File: src/pkg/lrb_defs.vh
// Purpose: Shared constants of the LIN response, length, flag and buffer block
// Assumes: 200 MHz aclk, AXI4-Lite register access, 8-bit registers in low lane
// Notes: Offsets are byte addresses of aligned 32-bit words
`ifndef LRB_DEFS_VH
`define LRB_DEFS_VH
// ----------------------------------------
// Register byte addresses
// ----------------------------------------
`define LRB_A_CTRL 8'h00
`define LRB_A_STAT 8'h04
`define LRB_A_IEN 8'h08
`define LRB_A_ERR 8'h0C
`define LRB_A_LEN 8'h10
`define LRB_A_SEL 8'h14
`define LRB_A_DAT 8'h18
// ----------------------------------------
// Commands, field positions, reset values
// ----------------------------------------
`define LRB_CMD_ABORT 3'h0
`define LRB_CMD_TXH 3'h1
`define LRB_CMD_RXR 3'h2
`define LRB_CMD_TXR 3'h3
`define LRB_CTRL_PROTO 6
`define LRB_E_BIT 0
`define LRB_E_CSUM 1
`define LRB_E_PAR 2
`define LRB_E_SYNC 3
`define LRB_E_FRAME 4
`define LRB_E_TOUT 5
`define LRB_E_OVR 6
`define LRB_E_ABORT 7
`define LRB_S_ERRSUM 3
`define LRB_RST_BYTE 8'h00
`define LRB_MAX_LEN 4'h8
`define LRB_CS_GOOD 8'hFF
`define LRB_ID_SPECIAL 4'hF
// ----------------------------------------
// Timing and bus answers
// ----------------------------------------
// Frame limit: 100 us of 200 MHz cycles, sized to the timer width
`define LRB_FRAME_MAX_CYC 20'h04E20
`define LRB_RESP_OKAY 2'h0
`define LRB_RESP_SLVERR 2'h2
`endif

File: src/design/lrb_core.v
// Purpose: LIN response lengths, flags, checksum, identifier status and buffer
// Assumes: Byte and header events come from an outside serializer, synchronous
// Notes: Registers on AXI4-Lite; one write and one read outstanding at a time
//
// Function
// - Zero length sends or takes checksum only
// - Lengths above eight clamp to eight
// - Classic protocol loads lengths from identifier code
// - Receive counts bytes in transmit length
// - Transmit counts bytes in receive length
// - Byte errors reported after whole byte
// - UART mode holds lengths zero, ignores writes
// - Header and response done flags per mode
// - Summary is OR; writing one clears all
// - Monitored bit mismatch flags and aborts response send
// - Bad received checksum sum flags error
// - Identifier parity mismatch flags error, no fix
// - Sync tolerance and dominant stop flagged
// - Frame exceeding maximum time flags timeout
// - Command while busy or lost byte overruns
// - Abort while busy recorded; errors but overrun and UART framing go idle
// - Break during response aborts with error
// - Inverted end-around-carry sum, enhanced or classic
// - Protocol bit sampled at response command entry
// - Four flags with enables drive two interrupts
// - Frame status marks identifiers sixty to sixty-three
// - Indexed buffer with optional auto increment
// - Command codes for header and response
// - Busy is hardware owned, shows activity
// - Protocol bit zero enhanced, one classic
`include "lrb_defs.vh"
module lrb_core #(
  parameter [19:0] FRAME_MAX = `LRB_FRAME_MAX_CYC
) (
  input wire aclk,
  input wire aresetn,
  input wire [7:0] awaddr,
  input wire awvalid,
  output reg awready,
  input wire [31:0] wdata,
  input wire [3:0] wstrb,
  input wire wvalid,
  output reg wready,
  output reg [1:0] bresp,
  output reg bvalid,
  input wire bready,
  input wire [7:0] araddr,
  input wire arvalid,
  output reg arready,
  output reg [31:0] rdata,
  output reg [1:0] rresp,
  output reg rvalid,
  input wire rready,
  input wire hdr_done,
  input wire [7:0] hdr_pid,
  input wire sync_bad,
  input wire break_seen,
  input wire rx_valid,
  input wire [7:0] rx_data,
  input wire rx_stop_bad,
  output reg tx_req,
  output reg [7:0] tx_data,
  input wire tx_done,
  input wire bit_strobe,
  input wire bit_sent,
  input wire bit_seen,
  output reg [2:0] cmd_out,
  output reg irq_ok,
  output reg irq_err
);
  localparam [1:0] S_IDLE = 2'h0;
  localparam [1:0] S_RX = 2'h1;
  localparam [1:0] S_TX = 2'h2;
  localparam [1:0] S_UTX = 2'h3;
  // ----------------------------------------
  // State
  // ----------------------------------------
  reg [1:0] st; // Response state
  reg [2:0] cmd; // Command field
  reg proto; // Protocol select, 1 is classic
  reg [2:0] ok; // Header, tx, rx done flags
  reg [7:0] err; // Error flags
  reg [3:0] ien; // Interrupt enables
  reg [3:0] txl; // Transmit length field
  reg [3:0] rxl; // Receive length field
  reg [2:0] idx; // Buffer index
  reg inc_n; // Auto increment, active low
  reg [7:0] dbuf [0:7]; // Response data bytes
  reg [7:0] acc; // Checksum accumulator
  reg [7:0] pid; // Last protected identifier
  reg [2:0] fstat; // Frame status code
  reg bit_pend; // Bit mismatch in current byte
  reg [7:0] urx; // UART received byte
  reg unread; // UART byte not yet read
  reg fin; // Response finished pulse
  reg tmr_on; // Frame timer running
  reg [19:0] tmr; // Frame timer
  reg [7:0] wa; // Held write address
  reg [7:0] wd; // Held write data
  reg wb0; // Held low lane strobe
  reg [31:0] rd_val; // Read mux result
  reg rd_hit; // Read address mapped
  integer i;
  wire busy = (st != S_IDLE);
  wire uart = cmd[2];
  wire wr_en = ~awready & ~wready & ~bvalid;
  wire wr_lo = wr_en & wb0;
  wire rd_en = arvalid & arready;
  wire wr_ctrl = wr_lo & (wa == `LRB_A_CTRL);
  wire wr_stat = wr_lo & (wa == `LRB_A_STAT);
  wire wr_dat = wr_lo & (wa == `LRB_A_DAT);
  wire rd_dat = rd_en & (araddr == `LRB_A_DAT);
  wire tout = tmr_on & (tmr == FRAME_MAX - 20'h00001);
  // ----------------------------------------
  // Helper functions
  // ----------------------------------------
  // Add with end-around carry
  function [7:0] csum;
    input [7:0] a;
    input [7:0] b;
    reg [8:0] s;
    begin
      s = {1'b0, a} + {1'b0, b};
      csum = s[7:0] + {7'h00, s[8]};
    end
  endfunction
  // Limit a length to eight
  function [3:0] clamp;
    input [3:0] v;
    begin
      clamp = (v > `LRB_MAX_LEN) ? `LRB_MAX_LEN : v;
    end
  endfunction
  // Length from identifier data length code
  function [3:0] dlc_len;
    input [1:0] c;
    begin
      case (c)
        2'h2: dlc_len = 4'h4;
        2'h3: dlc_len = 4'h8;
        default: dlc_len = 4'h2;
      endcase
    end
  endfunction
  // Expected parity bits of an identifier
  function [1:0] id_par;
    input [5:0] d;
    begin
      id_par = {~(d[1] ^ d[3] ^ d[4] ^ d[5]), d[0] ^ d[1] ^ d[2] ^ d[4]};
    end
  endfunction
  // ----------------------------------------
  // AXI4-Lite write and read channels
  // ----------------------------------------
  // Address and data taken in any order, answer follows both
  always @(posedge aclk) begin
    if (!aresetn) begin
      awready <= 1'b1;
      wready <= 1'b1;
      bvalid <= 1'b0;
      bresp <= `LRB_RESP_OKAY;
      wa <= `LRB_RST_BYTE;
      wd <= `LRB_RST_BYTE;
      wb0 <= 1'b0;
      arready <= 1'b1;
      rvalid <= 1'b0;
      rresp <= `LRB_RESP_OKAY;
      rdata <= 32'h00000000;
    end else begin
      if (awvalid && awready) begin
        wa <= awaddr;
        awready <= 1'b0;
      end
      if (wvalid && wready) begin
        wd <= wdata[7:0];
        wb0 <= wstrb[0];
        wready <= 1'b0;
      end
      // Both halves held: commit and answer
      if (wr_en) begin
        bvalid <= 1'b1;
        bresp <= (wa > `LRB_A_DAT || wa[1:0] != 2'h0) ? `LRB_RESP_SLVERR : `LRB_RESP_OKAY;
      end
      if (bvalid && bready) begin
        bvalid <= 1'b0;
        awready <= 1'b1;
        wready <= 1'b1;
      end
      // Read answered on the cycle after the address
      if (rd_en) begin
        arready <= 1'b0;
        rvalid <= 1'b1;
        rdata <= rd_val;
        rresp <= rd_hit ? `LRB_RESP_OKAY : `LRB_RESP_SLVERR;
      end
      if (rvalid && rready) begin
        rvalid <= 1'b0;
        arready <= 1'b1;
      end
    end
  end
  // Read data mux
  always @* begin
    rd_val = 32'h00000000;
    rd_hit = 1'b1;
    case (araddr)
      `LRB_A_CTRL: rd_val = {25'h0, proto, 3'h0, cmd};
      `LRB_A_STAT: rd_val = {24'h0, fstat, busy, |err, ok};
      `LRB_A_IEN: rd_val = {28'h0, ien};
      `LRB_A_ERR: rd_val = {24'h0, err};
      `LRB_A_LEN: rd_val = {24'h0, txl, rxl};
      `LRB_A_SEL: rd_val = {28'h0, inc_n, idx};
      `LRB_A_DAT: rd_val = {24'h0, uart ? urx : dbuf[idx]};
      default: rd_hit = 1'b0;
    endcase
  end
  // ----------------------------------------
  // Frame timer
  // ----------------------------------------
  // Runs from header end until response end or any error
  always @(posedge aclk) begin
    if (!aresetn) begin
      tmr_on <= 1'b0;
      tmr <= 20'h00000;
    end else if (hdr_done && !uart) begin
      tmr_on <= 1'b1;
      tmr <= 20'h00000;
    end else if (fin || (|err) || tout) begin
      tmr_on <= 1'b0;
    end else if (tmr_on) begin
      tmr <= tmr + 20'h00001;
    end
  end
  // ----------------------------------------
  // Response engine, flags and registers
  // ----------------------------------------
  always @(posedge aclk) begin
    if (!aresetn) begin
      st <= S_IDLE;
      cmd <= `LRB_CMD_ABORT;
      proto <= 1'b0;
      ok <= 3'h0;
      err <= `LRB_RST_BYTE;
      ien <= 4'h0;
      txl <= 4'h0;
      rxl <= 4'h0;
      idx <= 3'h0;
      inc_n <= 1'b0;
      acc <= `LRB_RST_BYTE;
      pid <= `LRB_RST_BYTE;
      fstat <= 3'h0;
      bit_pend <= 1'b0;
      urx <= `LRB_RST_BYTE;
      unread <= 1'b0;
      fin <= 1'b0;
      tx_req <= 1'b0;
      tx_data <= `LRB_RST_BYTE;
      cmd_out <= `LRB_CMD_ABORT;
      irq_ok <= 1'b0;
      irq_err <= 1'b0;
      for (i = 0; i < 8; i = i + 1) begin
        dbuf[i] <= `LRB_RST_BYTE;
      end
    end else begin
      fin <= 1'b0;
      // Software clears first; hardware sets below win
      if (wr_stat) begin
        ok <= ok & ~wd[2:0];
        if (wd[`LRB_S_ERRSUM]) begin
          err <= `LRB_RST_BYTE;
        end
      end
      if (wr_lo && wa == `LRB_A_IEN) begin
        ien <= wd[3:0];
      end
      if (wr_lo && wa == `LRB_A_SEL) begin
        idx <= wd[2:0];
        inc_n <= wd[3];
      end
      // Length writes locked while busy and in UART mode
      if (wr_lo && wa == `LRB_A_LEN && !busy && !uart) begin
        txl <= wd[7:4];
        rxl <= wd[3:0];
      end
      // Buffer access through the data register
      if (wr_dat && !uart && !busy) begin
        dbuf[idx] <= wd;
      end
      if ((wr_dat && !uart && !busy) || (rd_dat && !uart)) begin
        if (!inc_n) begin
          idx <= idx + 3'h1;
        end
      end
      if (rd_dat && uart) begin
        unread <= 1'b0;
      end
      // Command entry
      if (wr_ctrl) begin
        if (busy) begin
          if (wd[2:0] == `LRB_CMD_ABORT) begin
            err[`LRB_E_ABORT] <= 1'b1;
            st <= S_IDLE;
            tx_req <= 1'b0;
            cmd <= `LRB_CMD_ABORT;
          end else begin
            err[`LRB_E_OVR] <= 1'b1;
          end
        end else begin
          cmd <= wd[2:0];
          proto <= wd[`LRB_CTRL_PROTO];
          // Start accumulator at identifier or zero
          acc <= wd[`LRB_CTRL_PROTO] ? `LRB_RST_BYTE : pid;
          bit_pend <= 1'b0;
          if (wd[2:0] == `LRB_CMD_RXR) begin
            st <= S_RX;
            txl <= 4'h0;
            rxl <= clamp(rxl);
          end
          if (wd[2:0] == `LRB_CMD_TXR) begin
            st <= S_TX;
            rxl <= 4'h0;
            txl <= clamp(txl);
          end
        end
      end
      // Header end: identifier status and classic lengths
      if (hdr_done && !uart) begin
        ok[2] <= 1'b1;
        pid <= hdr_pid;
        fstat <= (hdr_pid[5:2] == `LRB_ID_SPECIAL) ? {1'b1, hdr_pid[1:0]} : 3'h0;
        if (proto) begin
          txl <= dlc_len(hdr_pid[5:4]);
          rxl <= dlc_len(hdr_pid[5:4]);
        end
        if (id_par(hdr_pid[5:0]) != hdr_pid[7:6]) begin
          err[`LRB_E_PAR] <= 1'b1;
        end
      end
      if (sync_bad && !uart) begin
        err[`LRB_E_SYNC] <= 1'b1;
      end
      // Monitored bit differs from sent bit
      if (bit_strobe && tx_req && (bit_sent != bit_seen)) begin
        bit_pend <= 1'b1;
      end
      case (st)
        S_RX: begin
          if (rx_valid) begin
            if (rx_stop_bad) begin
              err[`LRB_E_FRAME] <= 1'b1;
              st <= S_IDLE;
            end else if (txl < rxl) begin
              dbuf[txl[2:0]] <= rx_data;
              acc <= csum(acc, rx_data);
              txl <= txl + 4'h1;
            end else begin
              // Checksum byte; zero length lands here first
              st <= S_IDLE;
              fin <= 1'b1;
              if (csum(acc, rx_data) != `LRB_CS_GOOD) begin
                err[`LRB_E_CSUM] <= 1'b1;
              end else begin
                ok[0] <= 1'b1;
              end
            end
          end
        end
        S_TX: begin
          if (!tx_req) begin
            // Load next data byte or inverted checksum
            tx_req <= 1'b1;
            tx_data <= (rxl < txl) ? dbuf[rxl[2:0]] : ~acc;
          end else if (tx_done) begin
            tx_req <= 1'b0;
            bit_pend <= 1'b0;
            if (bit_pend) begin
              err[`LRB_E_BIT] <= 1'b1;
              st <= S_IDLE;
            end else if (rxl < txl) begin
              acc <= csum(acc, tx_data);
              rxl <= rxl + 4'h1;
            end else begin
              ok[1] <= 1'b1;
              st <= S_IDLE;
              fin <= 1'b1;
            end
          end
        end
        S_UTX: begin
          if (tx_done) begin
            tx_req <= 1'b0;
            ok[1] <= 1'b1;
            st <= S_IDLE;
          end
        end
        default: begin
          // UART send starts on a data write
          if (uart && cmd[0] && wr_dat) begin
            tx_data <= wd;
            tx_req <= 1'b1;
            st <= S_UTX;
          end
        end
      endcase
      // UART character reception
      if (uart && cmd[1] && rx_valid) begin
        if (rx_stop_bad) begin
          err[`LRB_E_FRAME] <= 1'b1;
        end else begin
          if (unread) begin
            err[`LRB_E_OVR] <= 1'b1;
          end
          urx <= rx_data;
          unread <= 1'b1;
          ok[0] <= 1'b1;
        end
      end
      // Break inside a response aborts with an error
      if (break_seen && (st == S_RX || st == S_TX)) begin
        if (st == S_TX) begin
          err[`LRB_E_BIT] <= 1'b1;
        end else begin
          err[`LRB_E_FRAME] <= 1'b1;
        end
        st <= S_IDLE;
        tx_req <= 1'b0;
      end
      if (tout) begin
        err[`LRB_E_TOUT] <= 1'b1;
      end
      // Errors other than overrun and UART framing stop activity and return to command zero
      if ((hdr_done && !uart && id_par(hdr_pid[5:0]) != hdr_pid[7:6]) || tout ||
          (sync_bad && !uart) || (break_seen && busy && !uart) ||
          (st == S_RX && rx_valid && (rx_stop_bad || (txl >= rxl &&
          csum(acc, rx_data) != `LRB_CS_GOOD))) ||
          (st == S_TX && tx_req && tx_done && bit_pend)) begin
        cmd <= `LRB_CMD_ABORT;
        st <= S_IDLE;
        tx_req <= 1'b0;
      end
      if (uart) begin
        txl <= 4'h0;
        rxl <= 4'h0;
      end
      cmd_out <= cmd;
      irq_ok <= |(ok & ien[2:0]);
      irq_err <= (|err) & ien[3];
    end
  end
endmodule // lrb_core

File: config.mk
export PLATFORM = sky130hd
export DESIGN_NAME = lrb_core
export DESIGN_NICKNAME = d
export VERILOG_FILES = /design/src/design/lrb_core.v
export VERILOG_INCLUDE_DIRS = /design/src /design/src/pkg
export SDC_FILE = /design/constraint.sdc
export NUM_CORES = 1
export LEC_CHECK = 0
export ABC_CLOCK_PERIOD_IN_PS = 7100
export BUFFER_PORTS_ARGS = -buffer_cell sky130_fd_sc_hd__buf_2
export CAP_MARGIN = 20
export CORE_MARGIN = 5
export CORE_UTILIZATION = 45
export DETAILED_ROUTE_END_ITERATION = 8
export PLACE_DENSITY = 0.73
export SETUP_SLACK_MARGIN = 0.5
export SLEW_MARGIN = 20
export SYNTH_ARGS = -nofsm -noshare
export SYNTH_HDL_FRONTEND = slang
export SYNTH_SLANG_ARGS = --single-unit
File: constraint.sdc
create_clock -name aclk -period 7.1 [get_ports aclk]
set_input_delay 0 -clock aclk [delete_from_list [all_inputs] [get_ports aclk]]
set_output_delay 0 -clock aclk [all_outputs]
set_load 0.1 [all_outputs]
==> out/results.ini <==
[drt]
met2_length_um=16200
avgViaCountPerCell=6.03
drt_iter0_drc=1277
wirelength_um=34400
m1WireLength_um=13800
ant_nets=0
drc_errors=0
maxUsedRoutingLayer=met5
routed-wl-met3_um=2750
vias=10200
wl_per_cell_um=20.3
firstDrtPassIters=5

[logic_synthesis]
synth_adder_area_share_pct=4.10
synth_xor_area_share_pct=3.29
syn_area_sq_mm=0.0114
async_flop_share_pct=0
ys_top_cells_by_count=165 x nor2_1, 134 x nand2_1, 130 x dfxtp_1
ys_ff_latch=194
synth_ff_type=dfxtp_1
ys_warn_count=0
yosys-mux-area-fraction_pct=11.5
avgSynthCellArea_sq_um=9.06
yosysSeqAreaShare_pct=39.8
yosysTopAreaCell=dfxtp_1
synth_edf_count=64
synth_cells=1253
yosysTopAreaCellShare_pct=22.9
synth_area_leaders=dfxtp_1 23%, edfxtp_1 17%, mux4_2 6.3%
synth_cell_type_count=85
yosys.area_share.simple_pct=21.5
yosysMostFrequentCell=nor2_1
synth_top_family_by_area=simple AND/OR/NAND/NOR gates
synth_compound_area_share_pct=14.5

[power]
switchingPower_w=0.000705
clkPwrFrac_pct=40.5
power_leakage_nw=4.78
p_seq_share_pct=48.6
p_int_w=0.00176
combPwrFrac_pct=10.8
irDropWorstVdd_mv=0.152
switching_share_pct=28.6
power_density_mw_per_mm2=188

[die]
die_area_sq_mm=0.0285
die_w_um=169
ios=139
die_y_um=169
start_util_pct=45.4
rows=58
core_area_sq_mm=0.0250

[critical_path]
r2r_cells=8
critPathKind=reg -> reg
worstSetupEndpointType=flop
reg2reg_slack_ps=2850
critPathLaunch=rxl[1]
cp_max_fo=21
cp.arrival_ps=4350
reg2reg_from=rxl[1]
crit_required_ps=7210
startpoint_type=flop
rr_endpoint=dbuf[3][7]

[global_route]
grt_start_max_net_pins=69
antenna_found_initial=1
overflow=0
grt_pass1_wl_um=53700
grt_pass1_vias=9716
track_usage_pct=23.9

[clock_tree]
cts_tree=done
cts_sinks=194
cts_max_level=4
root_buffer=clkbuf_16
numCtsBuffers=17
postCtsSetupBuffers=0
clockBufferDepth=2
clock_latency_ps=450
clk_pin_slew_ps=70

[hold_path]
min_to=err[4]
worstHoldPathType=in -> reg
hold_depth=5
min_from=rx_valid

[layout]
fillers=2222
nNetsFinal=1474
antenna_cells=0
area_delta_synth_final_pct=15.2
drive_gt1_share_pct=14.0
multiInputGateArea_sq_mm=0.00633
seq_area_sq_mm=0.00452

[status]
outcome=finished, final reports clean

[timing]
slew_viol_final=0
tightest_slew_ps=1190
setup_violations=0
finClkSkew_ps=18.0
hold_viol=0
worst_slack_ps=2850
rsz0062_at_grt=no
fin_crit_ps=4250
slew_headroom_pct=20.6
fmax_mhz=235
finalCritPeriodShare_pct=59.8
setup_tns_ps=0

[placed_design]
portBuffers=85
dpl.hpwl_um=24100
dp_slack_ps=3030
gp_congestion=0.930

[job]
max_cap_violations=0

-- stage by stage --
step | hold slack [ps] | area, sq um | util [%] | std cells | total power [W]
after global routing | 41.2 | 13100 | 52.3 | 1697 | 0.00253
after CTS | 6.66 | 13100 | 52.3 | 1697 | 0.00247
final | 32.7 | 13100 | 52.3 | 1697 | 0.00247
after detailed placement | 240 | 11900 | 47.5 | 1607 | 0.00146
after global placement | 233 | 11900 | 47.5 | 1607 | 0.00145
after floorplan | 134 | 11500 | - | 1278 | 0.00140
-- cell families (layout without fill, tap and decap cells) --
group,Yosys count,after routing
compound gates,255,255
other cells,1,26
mux,90,90
xor+xnor,41,41
buf+inv,130,219
flops,194,194
fa+ha+maj,36,36
simple gates,506,506
-- worst max-delay path by stage --
stage | slack [ps] | to
6_report | 2850 | dbuf[3][7]
3_3_place_gp | 3130 | dbuf[4][5]
2_1_floorplan | 3270 | acc[6]
5_1_grt | 2790 | dbuf[2][6]
3_5_place_dp | 3030 | dbuf[3][3]
4_1_cts | 3010 | dbuf[3][6]
-- state kept, by name (all words and copies together), names as in the netlist, 2 cells and up --
register and cells:
rxl 4, wa 8, err 8, cmd 3, fstat 3, rdata 8, cmd_out 3, pid 8
st 2, txl 4, tx_data 8, urx 8, ok 3, tmr 20, wd 8, ien 4
acc 8, idx 3, dbuf 64
-- cells in the final DEF, fill, tap and decap left out, types with 38 or more instances in the layout --
cell type        n
a21oi_1        102
buf_2           85
dfxtp_1        130
dlygate4sd3_1   58
edfxtp_1        64
mux2i_1         50
nand2_1        134
nand3_1         50
nor2_1         165
o21ai_0         38
-- critical path: stages (launching register included) --
cell and delay (ps):
dfxtp_1 1110, inv_1 180, ha_1 360, nor2b_1 150, o21ba_2 230, or3_1 540, o31ai_1 520, nand3_1 390
nand2_1 420
-- power groups by stage --
| stage | Sequential, W | Clock (W) | Combinational (W) |
|---|---|---|---|
| 6_report | 0.00120 | 0.000999 | 0.000267 |
| 5_1_grt | 0.00120 | 0.00105 | 0.000282 |
| 4_1_cts | 0.00120 | 0.00101 | 0.000262 |
| 3_5_place_dp | 0.00122 | 0 | 0.000236 |
| 3_3_place_gp | 0.00122 | 0 | 0.000234 |
| 2_1_floorplan | 0.00123 | 0 | 0.000175 |
-- repair_timing --
item / CTS / global route
endpoints found under the setup margin: 0 / 0
hold buffers: 58 / 0
endpoints found under the hold margin: 46 / 0
resized for setup: 0 / 0
-- metal layers --
| layer | vias up | track usage [%] |
|---|---|---|
| li1 | 4714 | - |
| met5 | - | 0 |
| met1 | 4890 | 30.3 |
| met4 | 2 | 11.8 |
| met2 | 512 | 38.9 |
| met3 | 120 | 4.88 |
-- cell type report --
type,instances,share of cell area [%]
Sequential cell,194,34.6
Multi-Input combinational cell,954,48.4
Inverter,33,0.947
Clock inverter,14,1.26
Clock buffer,18,3.36
Timing Repair Buffer,154,8.32
Tap cell,330,3.16
No activity file was read; power rests on OpenSTA's default activity.
